===== src/rtl/trc_pkg.sv =====
`default_nettype none
package trc_pkg;
  // Register byte offsets
  localparam logic [11:0] CFG_CODE_OFS  = 12'h000;
  localparam logic [11:0] SYS_CFG_OFS   = 12'h004;
  localparam logic [11:0] TEN_CTRL_OFS  = 12'h008;
  localparam logic [11:0] SS_STATUS_OFS = 12'h00C;
  // Configuration code fields
  localparam int          CC_DVC_LSB    = 4;
  localparam int          CC_ACP_LSB    = 0;
  localparam logic [3:0]  CC_DVC_VAL    = 4'h0;
  localparam logic [3:0]  CC_ACP_VAL    = 4'h0;
  // System configuration fields
  localparam int          SC_NOFETCH    = 17;
  localparam int          SC_NPROC_LSB  = 12;
  localparam logic [2:0]  SC_NPROC_VAL  = 3'h0;
  localparam int          SC_MODE_OK    = 11;
  localparam int          SC_SIZE_OK    = 10;
  localparam int          SC_MAXSZ_HI   = 9;
  localparam logic        SC_MAXSZ_HI_V = 1'b0;
  localparam int          SC_STALL      = 8;
  localparam int          SC_RAO        = 3;
  localparam int          SC_MAXSZ_LSB  = 0;
  localparam logic [2:0]  SC_MAXSZ_LO_V = 3'h1;
  // Trace enable control
  localparam int          TEC_EN_BIT    = 25;
  localparam logic        TEC_EN_RST    = 1'b0;
  // Start/stop status fields
  localparam int          SS_ACTIVE_BIT = 0;
  localparam int          SS_GATE_BIT   = 1;
  localparam logic        SS_ACTIVE_RST = 1'b0;
  // AXI responses
  localparam logic [1:0]  RESP_OKAY     = 2'h0;
  localparam logic [1:0]  RESP_SLVERR   = 2'h2;

  typedef enum logic {RD_IDLE, RD_RESP} trc_rd_state_type;
endpackage
`default_nettype wire


===== src/rtl/trc_sync2.sv =====
`timescale 1ns/1ps
`default_nettype none
module trc_sync2 #(
  parameter int WIDTH = 1
) (
  // Clock and reset
  input  wire logic             aclk,
  input  wire logic             aresetn,
  // Data
  input  wire logic [WIDTH-1:0] async_in,
  output logic      [WIDTH-1:0] sync_out
);
  logic [WIDTH-1:0] meta_r;
  logic [WIDTH-1:0] meta_nxt;
  logic [WIDTH-1:0] sync_nxt;

  always_comb begin
    meta_nxt = async_in;
    sync_nxt = meta_r;
  end

  always_ff @(posedge aclk) begin
    if (!aresetn) begin
      meta_r   <= '0;
      sync_out <= '0;
    end else begin
      meta_r   <= meta_nxt;
      sync_out <= sync_nxt;
    end
  end
endmodule // trc_sync2
`default_nettype wire


===== src/rtl/trc_startstop.sv =====
`timescale 1ns/1ps
`default_nettype none
module trc_startstop
  import trc_pkg::*;
(
  // Clock and reset
  input  wire logic aclk,
  input  wire logic aresetn,
  // Address hits
  input  wire logic start_hit,
  input  wire logic stop_hit,
  // State
  output logic      active_r
);
  logic active_nxt;

  // Start wins when both hit together, so a trace-on is never dropped
  always_comb begin
    active_nxt = active_r;
    if (start_hit) begin
      active_nxt = 1'b1;
    end else if (stop_hit) begin
      active_nxt = 1'b0;
    end
  end

  always_ff @(posedge aclk) begin
    if (!aresetn) begin
      active_r <= SS_ACTIVE_RST;
    end else begin
      active_r <= active_nxt;
    end
  end
endmodule // trc_startstop
`default_nettype wire


===== src/rtl/trc_regs.sv =====
// Overview of operation
// - Configuration code bits 7:4 always read zero: no data value comparators.
// - Configuration code bits 3:0 always read zero: no address comparator pairs.
// - System configuration bit 17 always reads one: no fetch comparisons.
// - System configuration bits 14:12 read zero: one processor attached.
// - Bit 11 reads one when selected port mode supported; no effect outward.
// - Bit 10 reads one when selected port size supported; no effect outward.
// - Maximum port size: bit 9 reads zero, bits 2:0 read 001.
// - Bit 8 always reads one, but code bit 23 reads zero, so trace-full stall is not usable.
// - Trace control enable zero: start/stop logic does not affect tracing.
// - Trace control enable one: start/stop addresses switch tracing on and off.
// - Start/stop resource always follows start/stop state, whatever the enable bit.
//
// Design decisions made here: the AXI4-Lite register port and the address map.
`timescale 1ns/1ps
`default_nettype none
module trc_regs
  import trc_pkg::*;
(
  // Clock and reset
  input  wire logic        aclk,
  input  wire logic        aresetn,
  // AXI4-Lite write address
  input  wire logic [11:0] s_axi_awaddr,
  input  wire logic [2:0]  s_axi_awprot,
  input  wire logic        s_axi_awvalid,
  output logic             s_axi_awready,
  // AXI4-Lite write data
  input  wire logic [31:0] s_axi_wdata,
  input  wire logic [3:0]  s_axi_wstrb,
  input  wire logic        s_axi_wvalid,
  output logic             s_axi_wready,
  // AXI4-Lite write response
  output logic [1:0]       s_axi_bresp,
  output logic             s_axi_bvalid,
  input  wire logic        s_axi_bready,
  // AXI4-Lite read address
  input  wire logic [11:0] s_axi_araddr,
  input  wire logic [2:0]  s_axi_arprot,
  input  wire logic        s_axi_arvalid,
  output logic             s_axi_arready,
  // AXI4-Lite read data
  output logic [31:0]      s_axi_rdata,
  output logic [1:0]       s_axi_rresp,
  output logic             s_axi_rvalid,
  input  wire logic        s_axi_rready,
  // Trace port status pins from the port interface unit
  input  wire logic        port_mode_ok,
  input  wire logic        port_size_ok,
  // Start/stop address hits and trace request, same clock
  input  wire logic        start_hit,
  input  wire logic        stop_hit,
  input  wire logic        trace_req,
  // Trace control outputs
  output logic             startstop_resource,
  output logic             trace_enable
);

  // Write channel holding state
  logic        aw_held_r;
  logic        aw_held_nxt;
  logic [11:0] aw_addr_r;
  logic [11:0] aw_addr_nxt;
  logic        w_held_r;
  logic        w_held_nxt;
  logic [31:0] w_data_r;
  logic [31:0] w_data_nxt;
  logic [3:0]  w_strb_r;
  logic [3:0]  w_strb_nxt;
  logic        bvalid_r;
  logic        bvalid_nxt;
  logic [1:0]  bresp_r;
  logic [1:0]  bresp_nxt;

  // Read channel state
  trc_rd_state_type rd_state_r;
  trc_rd_state_type rd_state_nxt;
  logic [31:0]      rdata_r;
  logic [31:0]      rdata_nxt;
  logic [1:0]       rresp_r;
  logic [1:0]       rresp_nxt;

  // Control register
  logic ctrl_en_r;
  logic ctrl_en_nxt;

  // Internal
  logic [1:0] port_ok_sync;
  logic       ss_active;
  logic       aw_take;
  logic       w_take;
  logic       wr_fire;
  logic       ar_take;
  logic       wr_hit;
  logic       wr_ctrl;
  logic [31:0] cfg_code_val;
  logic [31:0] sys_cfg_val;
  logic [31:0] ten_ctrl_val;
  logic [31:0] ss_status_val;
  logic [31:0] rd_image;

  // Address decode shared by both channels; low two bits are ignored
  function automatic logic addr_mapped(input logic [11:0] addr);
    logic [11:0] word;
    word = {addr[11:2], 2'b00};
    addr_mapped = (word == CFG_CODE_OFS) || (word == SYS_CFG_OFS) ||
                  (word == TEN_CTRL_OFS) || (word == SS_STATUS_OFS);
  endfunction

  // Exact word match against one register offset
  function automatic logic addr_is(input logic [11:0] addr, input logic [11:0] ofs);
    addr_is = ({addr[11:2], 2'b00} == ofs);
  endfunction

  // Port status pins come from another block's clock, so synchronise them
  trc_sync2 #(
    .WIDTH (2)
  ) u_port_sync (
    .aclk     (aclk),
    .aresetn  (aresetn),
    .async_in ({port_mode_ok, port_size_ok}),
    .sync_out (port_ok_sync)
  );

  // Own flop for the state, so the resource ignores the enable bit
  trc_startstop u_startstop (
    .aclk      (aclk),
    .aresetn   (aresetn),
    .start_hit (start_hit),
    .stop_hit  (stop_hit),
    .active_r  (ss_active)
  );

  // Read-only register images
  always_comb begin
    cfg_code_val = 32'h0000_0000;
    cfg_code_val[CC_DVC_LSB +: 4] = CC_DVC_VAL;
    cfg_code_val[CC_ACP_LSB +: 4] = CC_ACP_VAL;
  end

  always_comb begin
    sys_cfg_val = 32'h0000_0000;
    sys_cfg_val[SC_NOFETCH] = 1'b1;
    sys_cfg_val[SC_NPROC_LSB +: 3] = SC_NPROC_VAL;
    // Status only: these bits feed nothing back to the trace port
    sys_cfg_val[SC_MODE_OK] = port_ok_sync[1];
    sys_cfg_val[SC_SIZE_OK] = port_ok_sync[0];
    sys_cfg_val[SC_MAXSZ_HI] = SC_MAXSZ_HI_V;
    sys_cfg_val[SC_MAXSZ_LSB +: 3] = SC_MAXSZ_LO_V;
    sys_cfg_val[SC_STALL] = 1'b1;
    // Reserved bit that reads as one
    sys_cfg_val[SC_RAO] = 1'b1;
  end

  // Only the enable bit is stored; the rest of the word is reserved
  always_comb begin
    ten_ctrl_val = 32'h0000_0000;
    ten_ctrl_val[TEC_EN_BIT] = ctrl_en_r;
  end

  // Status word: start/stop state and the gate that results from it
  always_comb begin
    ss_status_val = 32'h0000_0000;
    ss_status_val[SS_ACTIVE_BIT] = ss_active;
    ss_status_val[SS_GATE_BIT] = trace_enable;
  end

  // Trace gating
  // Combinational, so the gate follows the start/stop flop with no extra delay
  always_comb begin
    startstop_resource = ss_active;
    if (ctrl_en_r) begin
      trace_enable = trace_req & ss_active;
    end else begin
      trace_enable = trace_req;
    end
  end

  // Write path: address and data are taken independently and held
  // until both are present, then one response is raised
  assign aw_take = s_axi_awvalid && s_axi_awready;
  assign w_take  = s_axi_wvalid && s_axi_wready;
  assign s_axi_awready = !aw_held_r && !bvalid_r;
  assign s_axi_wready  = !w_held_r && !bvalid_r;

  // A completed write frees both halves at the same edge
  always_comb begin
    aw_held_nxt = aw_held_r;
    aw_addr_nxt = aw_addr_r;
    w_held_nxt  = w_held_r;
    w_data_nxt  = w_data_r;
    w_strb_nxt  = w_strb_r;
    if (aw_take) begin
      aw_held_nxt = 1'b1;
      aw_addr_nxt = s_axi_awaddr;
    end
    if (w_take) begin
      w_held_nxt = 1'b1;
      w_data_nxt = s_axi_wdata;
      w_strb_nxt = s_axi_wstrb;
    end
    if (wr_fire) begin
      aw_held_nxt = 1'b0;
      w_held_nxt  = 1'b0;
    end
  end

  assign wr_fire = aw_held_r && w_held_r && !bvalid_r;
  // Unmapped writes still complete with an error so the master never waits
  assign wr_hit  = addr_mapped(aw_addr_r);
  // The enable bit lives in the top byte lane, which must be strobed
  assign wr_ctrl = wr_fire && addr_is(aw_addr_r, TEN_CTRL_OFS) && w_strb_r[TEC_EN_BIT / 8];

  always_comb begin
    bvalid_nxt = bvalid_r;
    bresp_nxt  = bresp_r;
    if (wr_fire) begin
      bvalid_nxt = 1'b1;
      bresp_nxt  = wr_hit ? RESP_OKAY : RESP_SLVERR;
    end else if (bvalid_r && s_axi_bready) begin
      bvalid_nxt = 1'b0;
    end
  end

  // Write answer stands until bready
  assign s_axi_bvalid = bvalid_r;
  assign s_axi_bresp  = bresp_r;

  // Only the enable bit is writable; read-only registers drop the write
  always_comb begin
    ctrl_en_nxt = ctrl_en_r;
    if (wr_ctrl) begin
      ctrl_en_nxt = w_data_r[TEC_EN_BIT];
    end
  end

  // Read path: one read at a time, data one cycle after the address
  assign ar_take = s_axi_arvalid && s_axi_arready;
  // A second read waits until the first answer is taken
  assign s_axi_arready = (rd_state_r == RD_IDLE);

  // Register image chosen by the word address of a read
  always_comb begin
    rd_image = 32'h0000_0000;
    case ({s_axi_araddr[11:2], 2'b00})
      CFG_CODE_OFS: begin
        rd_image = cfg_code_val;
      end
      SYS_CFG_OFS: begin
        rd_image = sys_cfg_val;
      end
      TEN_CTRL_OFS: begin
        rd_image = ten_ctrl_val;
      end
      SS_STATUS_OFS: begin
        rd_image = ss_status_val;
      end
      default: begin
        rd_image = 32'h0000_0000;
      end
    endcase
  end

  always_comb begin
    rd_state_nxt = rd_state_r;
    rdata_nxt    = rdata_r;
    rresp_nxt    = rresp_r;
    case (rd_state_r)
      RD_IDLE: begin
        if (ar_take) begin
          rd_state_nxt = RD_RESP;
          rresp_nxt    = addr_mapped(s_axi_araddr) ? RESP_OKAY : RESP_SLVERR;
          // Captured at the address edge; later pin changes show on the next read
          rdata_nxt = rd_image;
        end
      end
      RD_RESP: begin
        if (s_axi_rready) begin
          rd_state_nxt = RD_IDLE;
        end
      end
      default: begin
        rd_state_nxt = RD_IDLE;
      end
    endcase
  end

  // Read answer stands until rready
  assign s_axi_rvalid = (rd_state_r == RD_RESP);
  assign s_axi_rdata  = rdata_r;
  assign s_axi_rresp  = rresp_r;

  // Write address and data holding registers
  always_ff @(posedge aclk) begin
    if (!aresetn) begin
      aw_held_r <= 1'b0;
      aw_addr_r <= 12'h000;
      w_held_r  <= 1'b0;
      w_data_r  <= 32'h0000_0000;
      w_strb_r  <= 4'h0;
    end else begin
      aw_held_r <= aw_held_nxt;
      aw_addr_r <= aw_addr_nxt;
      w_held_r  <= w_held_nxt;
      w_data_r  <= w_data_nxt;
      w_strb_r  <= w_strb_nxt;
    end
  end

  // Write response registers
  always_ff @(posedge aclk) begin
    if (!aresetn) begin
      bvalid_r <= 1'b0;
      bresp_r  <= RESP_OKAY;
    end else begin
      bvalid_r <= bvalid_nxt;
      bresp_r  <= bresp_nxt;
    end
  end

  // Read channel registers
  always_ff @(posedge aclk) begin
    if (!aresetn) begin
      rd_state_r <= RD_IDLE;
      rdata_r    <= 32'h0000_0000;
      rresp_r    <= RESP_OKAY;
    end else begin
      rd_state_r <= rd_state_nxt;
      rdata_r    <= rdata_nxt;
      rresp_r    <= rresp_nxt;
    end
  end

  // Enable bit, off after reset so gating waits for software
  always_ff @(posedge aclk) begin
    if (!aresetn) begin
      ctrl_en_r <= TEC_EN_RST;
    end else begin
      ctrl_en_r <= ctrl_en_nxt;
    end
  end

endmodule // trc_regs
`default_nettype wire


===== config.mk =====
export PLATFORM = sky130hd
export DESIGN_NAME = trc_regs
export DESIGN_NICKNAME = d
export VERILOG_FILES = /design/src/rtl/trc_pkg.sv /design/src/rtl/trc_sync2.sv /design/src/rtl/trc_startstop.sv /design/src/rtl/trc_regs.sv
export SDC_FILE = /design/constraint.sdc
export NUM_CORES = 1
export LEC_CHECK = 0
export BUFFER_PORTS_ARGS = -buffer_cell sky130_fd_sc_hd__buf_2
export CORE_ASPECT_RATIO = 1.1
export CORE_MARGIN = 10
export CORE_UTILIZATION = 25
export DETAILED_ROUTE_END_ITERATION = 10
export PLACE_DENSITY = 0.53
export SYNTH_ARGS = -nofsm -noshare
export SYNTH_HDL_FRONTEND = slang
export SYNTH_SLANG_ARGS = --single-unit

===== constraint.sdc =====
create_clock -name aclk -period 1.6 [get_ports aclk]
set_input_delay 0.32 -clock aclk [delete_from_list [all_inputs] [get_ports aclk]]
set_output_delay 0.32 -clock aclk [all_outputs]
set_load 0.05 [all_outputs]

Word level (Yosys, flattened, before mapping)
Index checks and enable logic that the tools add are counted.
{"block": "word_totals", "reg_bits": 88, "in_bits": 78, "output_inout_bits": 43, "word_cells": 59}
{"block": "classes", "n_eq_ne": 6, "n_mux": 11, "n_bitwise": 3, "n_reduce_logical": 25}
{"op": "$pmux W26 S3", "count": 1}
{"op": "$eq A10 B2 Y1 const B", "count": 4}
{"op": "$eq A10 B1 Y1 const B", "count": 2}
{"op": "$logic_not A10 Y1", "count": 2}
{"op": "$logic_and A1 B1 Y1", "count": 10}
{"op": "$mux W1", "count": 7}
{"op": "$logic_or A1 B1 Y1", "count": 6}
{"op": "$mux W2", "count": 2}
{"op": "$reduce_bool A2 Y1", "count": 2}
{"op": "$logic_not A1 Y1", "count": 3}
{"op": "$not A1 Y1", "count": 2}
{"op": "$pmux W1 S2", "count": 1}
{"op": "$reduce_and A2 Y1", "count": 1}
{"op": "$reduce_or A2 Y1", "count": 1}
{"op": "$and A1 B1 Y1", "count": 1}

Logic depth before layout (Yosys ltp)
{"block": "logic_depth", "ltp_word": 5, "depth_mapped": 4, "depth_no_buf": 3}

Cells and area by module
Synthesis repeated with hierarchy kept, for this count alone.
{"block": "hier_totals", "cells_unflattened": 145, "hier_area_um2": 1418.9}
{"mod": "trc_regs", "instances": 1, "cells_per_inst": 134, "area_each_um2": 1272.5, "seq_area_each_um2": 500.5}
{"mod": "trc_sync2", "instances": 1, "cells_per_inst": 8, "area_each_um2": 105.1, "seq_area_each_um2": 80.1}
{"mod": "trc_startstop", "instances": 1, "cells_per_inst": 3, "area_each_um2": 41.3, "seq_area_each_um2": 20.0}

Worst setup path after synthesis
Ideal clock, no wire load.
{"block": "synth_timing", "kind": "register to output", "from": "register u_startstop.active_r", "to": "output port trace_enable", "arrival_ps": 1886, "t_required_ps": 1280, "setup_slack_ps": -606, "stages_incl_launch_ff": 3, "n_path_buf": 0, "path_cell_list": "dfxtp_1 inv_1 a21boi_0"}
{"block": "synth_via", "elab_chain_cells": 2}
{"element": "from (decl)", "line_no": "trc_startstop.sv:13", "rtl": "output logic active_r"}
{"element": "from (signal assigned)", "line_no": "trc_startstop.sv:31", "rtl": "active_r <= active_nxt;"}
{"element": "$and A1 B1 Y1", "line_no": "trc_regs.sv:173", "rtl": "trace_enable = trace_req & ss_active;"}
{"element": "$mux W1", "line_no": "trc_regs.sv:172", "rtl": "if (ctrl_en_r) begin"}
{"element": "to (decl)", "line_no": "trc_regs.sv:56", "rtl": "output logic trace_enable"}
Every way passes these cells.

Worst setup path in the final report
Ends and elaborated chain as after synthesis.

==> results by group <==
Setup path
  • Critical Path Max Stage Delay: 0.39 ns
  • CP Launch Type: register
  • Critical path buffers and inverters: 2
  • Crit Path Max Fanout: 4
  • R2R Setup Slk: about 0.19 ns
  • Cell Chain, Critical Path: inv_1 > a21boi_2 > buf_2
  • WP data required: 1.28 ns
  • Cell family with most CP delay: flip-flops
  • Crit path kind: register to primary output
  • Critical path endpoint category: primary output
  • CP arrival: approximately 1.1 ns
  • CP max stage cell: dfxtp_1

Detailed routing
  • Vias/cell: 3.81
  • First-iteration detailed-routing DRC count: 29
  • Number of nets with antenna violations after routing: 0
  • DRC: 0
  • Drt wl/cell: approximately 12 um
  • TritonRoute pass-1 iters: 4
  • Final WL: 3320 um
  • Total number of vias: roughly 1100

Timing
  • Max Fclk: approximately 690 MHz
  • RSZ-0062 raised after global routing: no
  • Setup ws final: 0.155 ns
  • Final Hold Fails: 0
  • Final Skew: 0.00436 ns
  • Final setup viols: 0
  • Max-slew violations: 0
  • Final worst path period share: about 90%
  • Post-route minimum period: 1.44 ns
  • TNS Setup: 0 ns
  • Fin Hold WS: 0.251 ns

Power
  • Switching power total: 0.585 mW
  • Clk pwr share: 33.4%
  • Sequential power share: 44.4%
  • Final Power: 1.83 mW
  • Net Sw Frac: between 30% and 40%
  • PD cells: 1010 nW/um^2
  • Internal Power: 1.25 mW
  • Max IR drop VDD: 391 uV
  • Combinational group share of total power: 22.2%
  • Lkg Pwr: about 0.86 nW

CTS
  • Number of post-CTS setup repair buffers: 0
  • CTS H-Tree Depth: 2
  • CTS sink count: 30
  • CTS max path bufs: 2
  • Hold_buf cts: 0
  • Clk root buf: clkbuf_8
  • Clk_lat worst skew: 0.27 ns
  • CTS tree: done
  • Post-cts resize count: 0
  • Clock slew at reported path FFs: 0.06 ns
  • Num CTS Buffers: 5

Cells and area
  • Layout Cells excl Fill: 284
  • Layout cells sized above 1: between 30 and 40%
  • Commonest cells after routing, fill and taps aside: buf_2, dfxtp_1, conb_1
  • Final core occ: 31.5%
  • P&R area growth vs syn: 22.7%
  • Antenna diode count: 0
  • Commonest non-fill, non-tap cell in the layout: buf_2
  • Fin area: 1820 sq um
  • Final nets: 284

Floorplanning
  • Std cell rows: 29
  • IO Pins: 121
  • Die W: 93.4 um
  • Die ar.: 9410 sq um
  • Core area: just under 6000 sq um
  • Die height: 101 um
  • Initial Utilization: 25.7%

Synth
  • Seq cells post-synth: 30
  • Distinct cells, synth: 29
  • Post-Syn Instances: 152
  • Syn Std Cell Area: 1480 sq um
  • Yosys Warn Count: 0
  • Mean area per synthesized cell: 9.75 sq um
  • Sequential share of the synthesized area: 40.5%

GRT
  • GRT overflow: 0
  • Largest net degree at the start of global routing: 25
  • Initial antenna violation count: 0
  • GRT Util Overall: between 7 and 8%
  • Vias in the first global route: approximately 1100
  • First-pass GRT wire length: 5400 um

Placement
  • Final RePlAce weighted congestion: 0.667
  • PortBufs: 50
  • Dpl ws: 0.193 ns
  • Placed cell count: 276
  • Placed inst area: between 1500 and 2000 sq um

Run status
  • Status: finished clean

Job
  • Max Cap Violations: 0

Min path
  • HP Class: input pin to register
## cell families (layout without fill, tap and decap cells)
group / Yosys count / after routing / share of synthesized area (%)
compound gates: 16 / 16 / 8.19
mux: 13 / 13 / 8.78
flops: 30 / 30 / 40.5
simple gates: 56 / 56 / 25.8
buf+inv: 36 / 66 / 16.5
other cells: 1 / 26 / 0.253
## power groups by stage
stage	Sequential (mW)	Clock [mW]	Combinational [mW]
floorplan	0.854	0	0.345
global placement	0.831	0	0.407
detailed placement	0.832	0	0.409
CTS	0.815	0.650	0.409
global route	0.821	0.676	0.440
finish	0.815	0.613	0.407
## synthesized netlist by cell type
cell,count,area [sq um]
o21a_1,1,7.51
nor3b_2,2,25.0
nor2_1,3,11.3
o311a_1,1,10.0
o31ai_1,2,15.0
nand4_1,4,25.0
and3b_1,2,17.5
clkbuf_1,3,11.3
o211a_1,2,20.0
buf_4,29,218
nor4_2,2,25.0
mux2i_1,13,130
a21boi_0,6,45.0
conb_1,1,3.75
inv_1,4,15.0
o21ai_0,1,5.00
nand2_1,9,33.8
or4_4,1,11.3
nor4_4,1,21.3
o2111ai_1,1,8.76
nor2b_1,17,106
nand3_1,3,15.0
and2_1,4,25.0
nand3b_1,1,7.51
nand2b_1,5,31.3
a21oi_1,2,10.0
or4_1,1,7.51
nand3b_4,1,20.0
dfxtp_1,30,601
## final timing paths
path / depth (start not counted) / to / from
max: 3 / trace_enable / u_startstop.active_r
min: 2 / u_port_sync.meta_r[0] / port_size_ok
max reg2reg: 3 / ctrl_en_r / aw_addr_r[10]
min reg2reg: 1 / u_port_sync.sync_out[1] / u_port_sync.meta_r[1]
## routing by layer
metal  track usage (%)  wire (um)  vias up
met5                 0          0        -
met4              2.85         34        0
met3              3.20        409        4
met2              11.3       1520       46
met1              8.27       1360      465
li1                  -          -      566
## cell type report
cell class	count	area [sq um]
Inverter	4	15.0
Timing Repair Buffer	54	280
Tap cell	77	96.3
Clock buffer	7	86.3
Sequential cell	30	601
Clock inverter	1	5.00
Multi-Input combinational cell	111	736
Fill cell	634	3950
## state kept, by name (all words and copies together), names as in the netlist, 2 cells and up
register	flops
s_axi_rdata	6
aw_addr_r	10
u_port_sync.meta_r	2
u_port_sync.sync_out	2
## worst register-to-register path, stage by stage (launching register included)
cell	delay (ns)
dfxtp_1	0.31
or4_4	0.56
nor4_4	0.27
mux2i_1	0.20
Note: power is estimated with default switching activity, not from simulation.
